<file path="src/inc/ssws_pkg.sv">
// shared constants and carrier types for the sleep/wake sequencer
// assumes a single 100 MHz system clock and no software register bus
`default_nettype none

package ssws_pkg;

	// ****************************************
	// frame layout
	// ****************************************
	localparam int FRAME_BITS = 64;
	localparam int CMD_BITS   = 8;
	localparam int DATA_BITS  = 56;
	localparam int CNT_W      = 7;
	localparam logic [CNT_W-1:0] FRAME_LEN = 7'h40;
	localparam logic [FRAME_BITS-1:0] SHIFT_RESET = 64'h0000000000000000;

	// ****************************************
	// 3-bit command codes and field positions
	// ****************************************
	localparam logic [2:0] OP_NONE    = 3'h0;
	localparam logic [2:0] OP_CONFIG  = 3'h1;
	localparam logic [2:0] OP_DATA1   = 3'h3;
	localparam logic [2:0] OP_DATA2   = 3'h4;
	localparam logic [2:0] OP_START   = 3'h5;
	localparam int OP_MSB    = 62;
	localparam int OP_LSB    = 60;
	localparam int SLEEP_POS = 0;

	// ****************************************
	// status encodings
	// ****************************************
	localparam logic [1:0] MODE_READY = 2'h0;
	localparam logic [1:0] MODE_DATA1 = 2'h2;
	localparam logic [1:0] MODE_DATA2 = 2'h3;

	// ****************************************
	// timing
	// ****************************************
	localparam int CLK_MHZ        = 100;
	localparam int BIT_TIME_NS    = 1000;
	localparam int BIT_CYCLES     = (BIT_TIME_NS * CLK_MHZ) / 1000;
	localparam int BDIV_W         = 7;

	typedef enum logic [1:0] {SSWS_IDLE, SSWS_SEND1, SSWS_SEND2} ssws_tx_type;

	typedef struct packed {
		logic [2:0] sclk_sync;
		logic [2:0] cs_sync;
		logic [2:0] sdi_sync;
		logic [FRAME_BITS-1:0] shift;
		logic [CNT_W-1:0] count;
		logic [DATA_BITS-1:0] config_reg;
		logic [DATA_BITS-1:0] data1;
		logic [DATA_BITS-1:0] data2;
		logic sleep;
		ssws_tx_type tx;
		logic [DATA_BITS-1:0] tx_buf;
		logic [5:0] tx_idx;
		logic [BDIV_W-1:0] bdiv;
		logic lf_out;
	} ssws_state_type;

	typedef struct packed {
		logic [1:0] mode;
		logic       sleep;
	} ssws_status_type;

endpackage : ssws_pkg

`default_nettype wire

</file>
<file path="src/rtl/ssws_top.sv">
// frame receiver, sleep/wake control and msb-first lf bit sender
// assumes an spi master host on the pins and a 100 MHz system clock
`timescale 1ns/1ps
`default_nettype none

module ssws_top
	import ssws_pkg::*;
(
	input  wire logic            SYS_CLK,
	input  wire logic            RESET,
	input  wire logic            SCLK,
	input  wire logic            CHIP_SELECT_LOW_N,
	input  wire logic            SDI,
	output logic                 SDO,
	output logic                 SDO_OE_N,
	output logic                 LF_OUT,
	output logic                 LF_OE_N,
	output ssws_status_type      STATUS
);

	// ****************************************
	// state
	// ****************************************
	ssws_state_type s_q;
	ssws_state_type s_d;
	logic sclk_rise;
	logic cs_low;
	logic cs_rise;
	logic frame_ok;
	logic [2:0] op;

	// a rise counts when the second stage is high and the third still low; cs_low needs both low
	assign sclk_rise = s_q.sclk_sync[1] & ~s_q.sclk_sync[2];
	assign cs_low    = ~s_q.cs_sync[1] & ~s_q.cs_sync[2];
	assign cs_rise   = s_q.cs_sync[1] & ~s_q.cs_sync[2];
	assign frame_ok  = cs_rise & (s_q.count == FRAME_LEN);
	assign op        = s_q.shift[OP_MSB:OP_LSB];

	always_comb
	begin
		s_d = s_q;
		s_d.sclk_sync = {s_q.sclk_sync[1:0], SCLK};
		s_d.cs_sync   = {s_q.cs_sync[1:0], CHIP_SELECT_LOW_N};
		s_d.sdi_sync  = {s_q.sdi_sync[1:0], SDI};
		// bits shift in only on a sclk rise while chip select is low; other pins are ignored
		if (cs_low && sclk_rise)
		begin
			s_d.shift = {s_q.shift[FRAME_BITS-2:0], s_q.sdi_sync[2]};
			// one past a full frame marks it too long, so it stays refused
			if (s_q.count <= FRAME_LEN)
				s_d.count = s_q.count + 7'h01;
		end
		if (cs_rise)
		begin
			s_d.count = '0;
			if (s_q.count == FRAME_LEN)
			begin
				unique case (op)
					OP_CONFIG:
					begin
						s_d.config_reg = s_q.shift[DATA_BITS-1:0];
						// clearing the sleep bit wakes; nothing else reloads
						s_d.sleep = s_q.shift[SLEEP_POS];
					end
					OP_DATA1: s_d.data1 = s_q.shift[DATA_BITS-1:0];
					OP_DATA2: s_d.data2 = s_q.shift[DATA_BITS-1:0];
					OP_START:
						if (!s_q.sleep && s_q.tx == SSWS_IDLE)
						begin
							s_d.tx     = SSWS_SEND1;
							s_d.tx_buf = s_q.data1;
							s_d.tx_idx = 6'(DATA_BITS - 1);
							s_d.bdiv   = '0;
						end
					default: ;
				endcase
			end
		end
		// ****************************************
		// lf bit sender, one bit per divider pulse
		// ****************************************
		if (s_q.tx != SSWS_IDLE)
		begin
			s_d.lf_out = s_q.tx_buf[s_q.tx_idx]; // msb first
			if (s_q.bdiv == BDIV_W'(BIT_CYCLES - 1))
			begin
				s_d.bdiv = '0;
				if (s_q.tx_idx == 6'h00)
				begin
					if (s_q.tx == SSWS_SEND1)
					begin
						s_d.tx     = SSWS_SEND2;
						s_d.tx_buf = s_q.data2;
						s_d.tx_idx = 6'(DATA_BITS - 1);
					end
					else
						s_d.tx = SSWS_IDLE;
				end
				else
					s_d.tx_idx = s_q.tx_idx - 6'h01;
			end
			else
				s_d.bdiv = s_q.bdiv + BDIV_W'(1);
		end
		else
			s_d.lf_out = 1'b0;
		// sleep cuts a running transmission short, the lf output is tri-stated anyway
		if (s_d.sleep)
			s_d.tx = SSWS_IDLE;
	end

	always_ff @(posedge SYS_CLK or posedge RESET)
	begin
		if (RESET)
		begin
			s_q <= '0;
			s_q.sclk_sync <= 3'h0;
			s_q.cs_sync   <= 3'h7;
			s_q.shift     <= SHIFT_RESET;
			s_q.sleep     <= 1'b1;
			s_q.tx        <= SSWS_IDLE;
		end
		else
			s_q <= s_d;
	end

	// ****************************************
	// outputs
	// ****************************************
	// sdo shifts the frame back msb first; released outside chip select
	assign SDO      = s_q.shift[FRAME_BITS-1];
	assign SDO_OE_N = ~cs_low;
	assign LF_OUT   = s_q.lf_out;
	assign LF_OE_N  = s_q.sleep; // tri-stated in sleep
	always_comb
	begin
		unique case (s_q.tx)
			SSWS_SEND1: STATUS.mode = MODE_DATA1;
			SSWS_SEND2: STATUS.mode = MODE_DATA2;
			default:    STATUS.mode = MODE_READY;
		endcase
		STATUS.sleep = s_q.sleep;
	end

	// ****************************************
	// checks
	// ****************************************
	a_reset_sleep: assert property (@(posedge SYS_CLK) $fell(RESET) |-> STATUS.sleep)
		else $error("not asleep after reset");
	a_short_frame: assert property (@(posedge SYS_CLK) disable iff (RESET)
		(cs_rise && s_q.count != FRAME_LEN) |=> $stable(s_q.sleep))
		else $error("short frame changed sleep");
	a_wake_bit: assert property (@(posedge SYS_CLK) disable iff (RESET)
		(frame_ok && op == OP_CONFIG && !s_q.shift[SLEEP_POS])
		|=> !STATUS.sleep)
		else $error("wake write ignored");
	a_data_kept: assert property (@(posedge SYS_CLK) disable iff (RESET)
		$fell(s_q.sleep) |-> $stable(s_q.data1) && $stable(s_q.data2))
		else $error("data lost at wake");
	a_msb_first: assert property (@(posedge SYS_CLK) disable iff (RESET)
		$rose(s_q.tx == SSWS_SEND1) |=> LF_OUT == s_q.data1[DATA_BITS-1])
		else $error("first lf bit not msb");
	a_mode_code: assert property (@(posedge SYS_CLK) disable iff (RESET)
		$rose(s_q.tx == SSWS_SEND2)
		|-> $past(s_q.tx) == SSWS_SEND1 && $past(s_q.tx_idx) == 6'h00
		&& STATUS.mode == MODE_DATA2)
		else $error("data 2 not sent right after data 1");
	a_sleep_tri: assert property (@(posedge SYS_CLK) disable iff (RESET)
		STATUS.sleep |-> LF_OE_N && s_q.tx == SSWS_IDLE)
		else $error("driving while asleep");
	a_shift_clear: assert property (@(posedge SYS_CLK) $fell(RESET) |-> s_q.shift == '0)
		else $error("shift not cleared");

	// ****************************************
	// frame and sender checks
	// ****************************************
	a_long_frame: assert property (@(posedge SYS_CLK) disable iff (RESET)
		(cs_rise && s_q.count > FRAME_LEN)
		|=> $stable(s_q.sleep) && $stable(s_q.config_reg) && $stable(s_q.data1))
		else $error("long frame was acted on");
	a_count_mark: assert property (@(posedge SYS_CLK) disable iff (RESET)
		(cs_low && sclk_rise && s_q.count == FRAME_LEN)
		|=> s_q.count == FRAME_LEN + 7'h01)
		else $error("bit past a full frame not marked");
	a_count_clear: assert property (@(posedge SYS_CLK) disable iff (RESET)
		cs_rise
		|=> s_q.count == 7'h00)
		else $error("bit count not cleared at frame end");
	a_config_store: assert property (@(posedge SYS_CLK) disable iff (RESET)
		(frame_ok && op == OP_CONFIG)
		|=> s_q.sleep == s_q.config_reg[SLEEP_POS])
		else $error("sleep flag differs from stored bit");
	a_start_asleep: assert property (@(posedge SYS_CLK) disable iff (RESET)
		(frame_ok && op == OP_START && s_q.sleep)
		|=> s_q.tx == SSWS_IDLE)
		else $error("start obeyed while asleep");
	a_start_go: assert property (@(posedge SYS_CLK) disable iff (RESET)
		(frame_ok && op == OP_START && !s_q.sleep && s_q.tx == SSWS_IDLE)
		|=> STATUS.mode == MODE_DATA1 && s_q.tx_buf == s_q.data1)
		else $error("start not obeyed");
	a_lf_quiet: assert property (@(posedge SYS_CLK) disable iff (RESET)
		s_q.tx == SSWS_IDLE
		|=> !LF_OUT)
		else $error("lf output active while idle");
	a_bit_time: assert property (@(posedge SYS_CLK) disable iff (RESET)
		s_q.tx != SSWS_IDLE
		|-> s_q.bdiv < BDIV_W'(BIT_CYCLES))
		else $error("bit divider out of range");
	a_sleep_entry: assert property (@(posedge SYS_CLK) disable iff (RESET)
		(frame_ok && op == OP_CONFIG && s_q.shift[SLEEP_POS])
		|=> STATUS.sleep && LF_OE_N && s_q.tx == SSWS_IDLE)
		else $error("sleep write not obeyed");

endmodule : ssws_top

`default_nettype wire

</file>
<file path="config.mk">
export PLATFORM = sky130hd
export DESIGN_NAME = ssws_top
export DESIGN_NICKNAME = d
export VERILOG_FILES = /design/src/inc/ssws_pkg.sv /design/src/rtl/ssws_top.sv
export SDC_FILE = /design/constraint.sdc
export NUM_CORES = 1
export LEC_CHECK = 0
export ABC_AREA = 1
export BUFFER_PORTS_ARGS = -buffer_cell sky130_fd_sc_hd__buf_2
export CAP_MARGIN = 20
export CORE_ASPECT_RATIO = 0.9
export CORE_MARGIN = 1
export CORE_UTILIZATION = 30
export CTS_CLUSTER_DIAMETER = 60
export CTS_CLUSTER_SIZE = 8
export DETAILED_ROUTE_END_ITERATION = 8
export MAX_ROUTING_LAYER = met4
export PLACE_DENSITY = 0.52
export REMOVE_ABC_BUFFERS = 1
export SLEW_MARGIN = 20
export SYNTH_ARGS = -nofsm -noshare
export SYNTH_HDL_FRONTEND = slang
export SYNTH_SLANG_ARGS = --single-unit
</file>
<file path="constraint.sdc">
create_clock -name SYS_CLK -period 10.45 [get_ports SYS_CLK]
set_clock_uncertainty 0.2 [all_clocks]
set_input_delay 2.6125 -clock SYS_CLK [delete_from_list [all_inputs] [get_ports SYS_CLK]]
set_output_delay 2.6125 -clock SYS_CLK [all_outputs]
set_load 0.005 [all_outputs]
</file>
Word-level counts from Yosys, hierarchy flattened
Cells that the tools add are included.
{"block": "classes", "add_sub_neg": 3, "multipliers": 0, "div_mod_pow": 0, "order_cmp": 2, "n_eq_ne": 8, "shifts": 0, "mux": 22, "bitwise_logic": 7, "reduce_logical": 17}
{"op": "2-to-1 mux 247 bit", "n": 1}
{"op": "2-to-1 mux 240 bit", "n": 1}
{"op": "2-to-1 mux 71 bit", "n": 3}
{"op": "2-to-1 mux 56 bit", "n": 3}
{"op": "2-to-1 mux 64 bit", "n": 1}
{"op": "2-to-1 mux 62 bit", "n": 1}
{"op": "2-to-1 mux 58 bit", "n": 1}
{"op": "2-to-1 mux 7 bit", "n": 3}
{"op": "adder 7 x 1 -> 7 bit, second input constant", "n": 2}
{"op": "== test 7 bit, second input constant", "n": 2}
{"op": "nonzero test 2 bit", "n": 7}
{"op": "AND reduction 3 bit", "n": 3}
{"op": "<= comparator 7 bit, second input constant", "n": 1}
{"op": "< comparator 6 x 7 -> 1 bit, second input constant", "n": 1}
{"op": "binary-select mux 1 bit (select 6 bit)", "n": 1}
{"op": "== test 3 bit, second input constant", "n": 2}
{"op": "zero test 6 bit", "n": 1}
{"op": "2-to-1 mux 6 bit", "n": 1}
{"op": "subtractor 6 x 1 -> 6 bit, second input constant", "n": 1}
{"op": "2-to-1 mux 2 bit", "n": 2}
{"op": "NOT 1 bit", "n": 4}
{"op": "one-hot mux 2 bit (2 select lines)", "n": 1}
{"op": "AND reduction 4 bit", "n": 1}
{"op": "AND 1 bit", "n": 3}
{"op": "other kinds (9)", "n": 12}
{"block": "totals", "register_bits": 321, "latch_bits": 0, "ramBits": 0, "rom_bits": 0, "elab_cells": 73, "mem_count": 0}

Longest topological paths before layout
{"block": "logic_depth", "ltp_word": 11, "ltp_mapped": 12, "depth_no_buf": 11}

Least setup slack after synthesis
Ideal clock, no wire load.
{"block": "synth_timing", "path_kind": "flip-flop to output port", "startpoint": "reg s_q[70] (netlist name)", "endpoint": "out STATUS[2] (netlist name)", "t_arrival_ns": 0.678, "required_ns": 7.637, "path_slack_ns": 6.960, "path_stages_with_launch": 3, "path_buffers": 0, "cell_sequence": "dfrtp_1 > inv_1 > ha_1"}
{"item": "from (decl)", "line": "ssws_top.sv:24", "rtl": "ssws_state_type s_q;"}
{"item": "to (decl)", "line": "ssws_top.sv:18", "rtl": "output ssws_status_type STATUS"}

==> run_results.csv <==
group,metric,value,unit
timing,setup_tns,0,ns
placed_design,dp_hpwl,14700,µm
route,num_vias,8179,
grt,gr-usage-all-layers,0.145,
clock_tree,cts_root_buf,"clkbuf_16",
timing,fin_crit,4.16,ns
grt,antenna_found_initial,0,
floorplanning,dieArea,38400,µm²
clock_tree,clockBufferDepth,3,
grt,globalRoute.totalOverflow,0,
floorplanning,dieHeight,186,µm
timing,slew_headroom,0.327,
floorplanning,rows,67,
critical_path,path_max_fanout,3,
critical_path,cp.arrival,1.35,ns
placed_design,gp_congestion,0.785,
clock_tree,cts_tree,"built",
timing,hold-worst-slack,0.138,ns
grt,grt_pass1_vias,8137,
clock_tree,post-cts-setup-buffers,0,
route,dr.first_iter.drc_count,703,
grt,grt_busiest_layer,"met2",
layout,diodes,0,
floorplanning,die_w,206,µm
grt,gr-usage-met2,0.214,
clock_tree,numCtsBuffers,39,
route,vias_per_cell,4.61,
job,cap_violations,0,
timing,min_period_over_period,0.398,
clock_tree,holdBufCountCts,0,
layout,area.growth.synth_to_final,13.4,%
clock_tree,clk_latency,0.51,ns
critical_path,critPathCaptureType,"primary output",
critical_path,startpoint_type,"flip-flop",
run_status,status,"finished, violations left",
route,firstDrtPassIters,6,
floorplanning,initial_core_util,0.304,
grt,grt_first_pass_wirelength,43400,µm
grt,grt_max_degree,170,
timing,worst_pin_slew,1.01,ns
min_path,hold_path.class,"reg2reg",
yosys,yosysWarnings,0,
yosys,synthesis.instances,1281,
route,drc_errors,1,
critical_path,critPathKind,"reg2out",
clock_tree,h-tree-depth,2,
layout,drive_gt1_frac,0.0690,
yosys,ys_ff_latch,265,
pwr,vdd_drop_max,89.3,µV
run_status,violations,"design-rule violations",
floorplanning,core,37100,µm²
clock_tree,clock_sinks,265,
pwr,leakage,6.02,nW
pwr,power.density,174,nW/µm²
critical_path,required,7.64,ns
grt,grt_use_met3,0.0243,
grt,use_met1,0.204,
route,wirelength,25300,µm
yosys,ys_types,32,
timing,finalHoldViolCount,0,
placed_design,place_area,11700,µm²
timing,finalMaxSlewViolations,0,
layout,final_cell_area,12800,µm²
route,ant_nets,0,
clock_tree,cts_resized,0,
yosys,netlist_area,11300,µm²
yosys,syn_avg_cell_area,8.81,µm²
yosys,ys_seq_area_frac,0.588,
timing,fmax,240,MHz
route,wl_per_cell,14.3,µm
timing,rsz0062_at_grt,"false",
clock_tree,clk_pin_slew,0.05,ns
floorplanning,io_pins,12,
timing,setup_viol,0,
placed_design,port_buffers,11,
layout,fin_nets,1285,
## synthesized netlist by cell type, drive strengths merged
library cell / number / area (µm²)
clkinv: 1 / 3.75
nor2: 49 / 196
a31oi: 13 / 81.3
dfstp: 4 / 105
ha: 7 / 87.6
nand3b: 1 / 7.51
nand4: 20 / 125
o21ai: 185 / 930
nor4: 1 / 21.3
o211ai: 51 / 383
inv: 134 / 503
nor3: 7 / 35.0
dfrtp: 261 / 6530
a21oi: 13 / 65.1
o22ai: 2 / 12.5
xor2: 6 / 52.6
nand3: 49 / 255
xnor2: 2 / 17.5
clkbuf: 40 / 150
nand2: 398 / 1490
buf: 34 / 203
o31ai: 2 / 15.0
o32ai: 1 / 8.76
## final timing paths
kind | start | endpoint | slack [ns] | depth (start not counted)
setup / recovery | s_q[70] | STATUS[2] | 6.29 | 3
hold / removal | s_d[319] | s_d[320] | 0.14 | 0
setup reg to reg | s_q[8] | s_q[54] | 6.59 | 10
hold reg to reg | s_d[319] | s_d[320] | 0.14 | 0
max in group asynchronous | RESET | s_q[81] | 6.64 | 3
min in group asynchronous | RESET | s_d[320] | 1.98 | 2
## cells by family after synthesis
kind of cell,after synthesis,share of synthesized area
AND/OR/NAND/NOR,525,0.189
AO/OA/AOI/OAI,267,0.133
flip-flops,265,0.588
buffers and inverters,209,0.0762
XOR/XNOR,8,0.00621
adder cells (fa/ha/maj),7,0.00776
## flip-flops by register name, summed over array words and instances, names as in the netlist
name,cells
LF_OE_N,1
LF_OUT,1
SDO,1
op,3
s_d,6
s_q,253
## layout by cell type (no fill, tap or decap), drive strengths merged, types with 7 or more instances in the layout
| master | count |
|---|---|
| nor3 | 7 |
| a31oi | 13 |
| buf | 25 |
| inv | 137 |
| dfrtp | 261 |
| nand2 | 398 |
| clkbuf | 54 |
| nand4 | 20 |
| nand3 | 49 |
| o211ai | 51 |
| ha | 7 |
| o21ai | 185 |
| nor2 | 49 |
| a21oi | 13 |
## power breakdown
group	leakage (nW)	total (mW)	switching [mW]	internal [mW]
Combinational	1.85	0.0559	0.0452	0.0107
Sequential	3.66	1.05	0.00941	1.04
Clock	0.512	1.12	0.436	0.679
Total	6.02	2.22	0.491	1.73
## area by class of cell
| type | instances | area (µm²) |
|---|---|---|
| fill | 3850 | 24300 |
| multi-input combinational | 807 | 3800 |
| timing repair buffer | 25 | 173 |
| clock buffer | 54 | 1030 |
| inverter | 135 | 514 |
| clock inverter | 4 | 33.8 |
| tap | 483 | 604 |
| sequential | 265 | 6640 |
## per-layer routing
metal,vias to the layer above,part of all wire
met5,-,0
met4,0,0.020
met3,44,0.040
met2,123,0.43
met1,3874,0.51
li1,4138,-
## worst max-delay path, cell delays in order (launching register included)
cell and delay (ns):
dfrtp_1 0.38, inv_1 0.10, ha_1 0.24, buf_2 0.13
## through the flow
stage	setup WS, ns	instances	power, mW	utilization
finish	6.29	1773	2.22	0.345
global route	6.23	1773	2.32	0.345
CTS	6.25	1773	2.26	0.345
detailed placement	6.08	1715	1.13	0.316
global placement	6.06	1715	1.13	0.316
floorplan	0.347	1207	1.11	-
No activity file was read; power rests on OpenSTA's default activity.
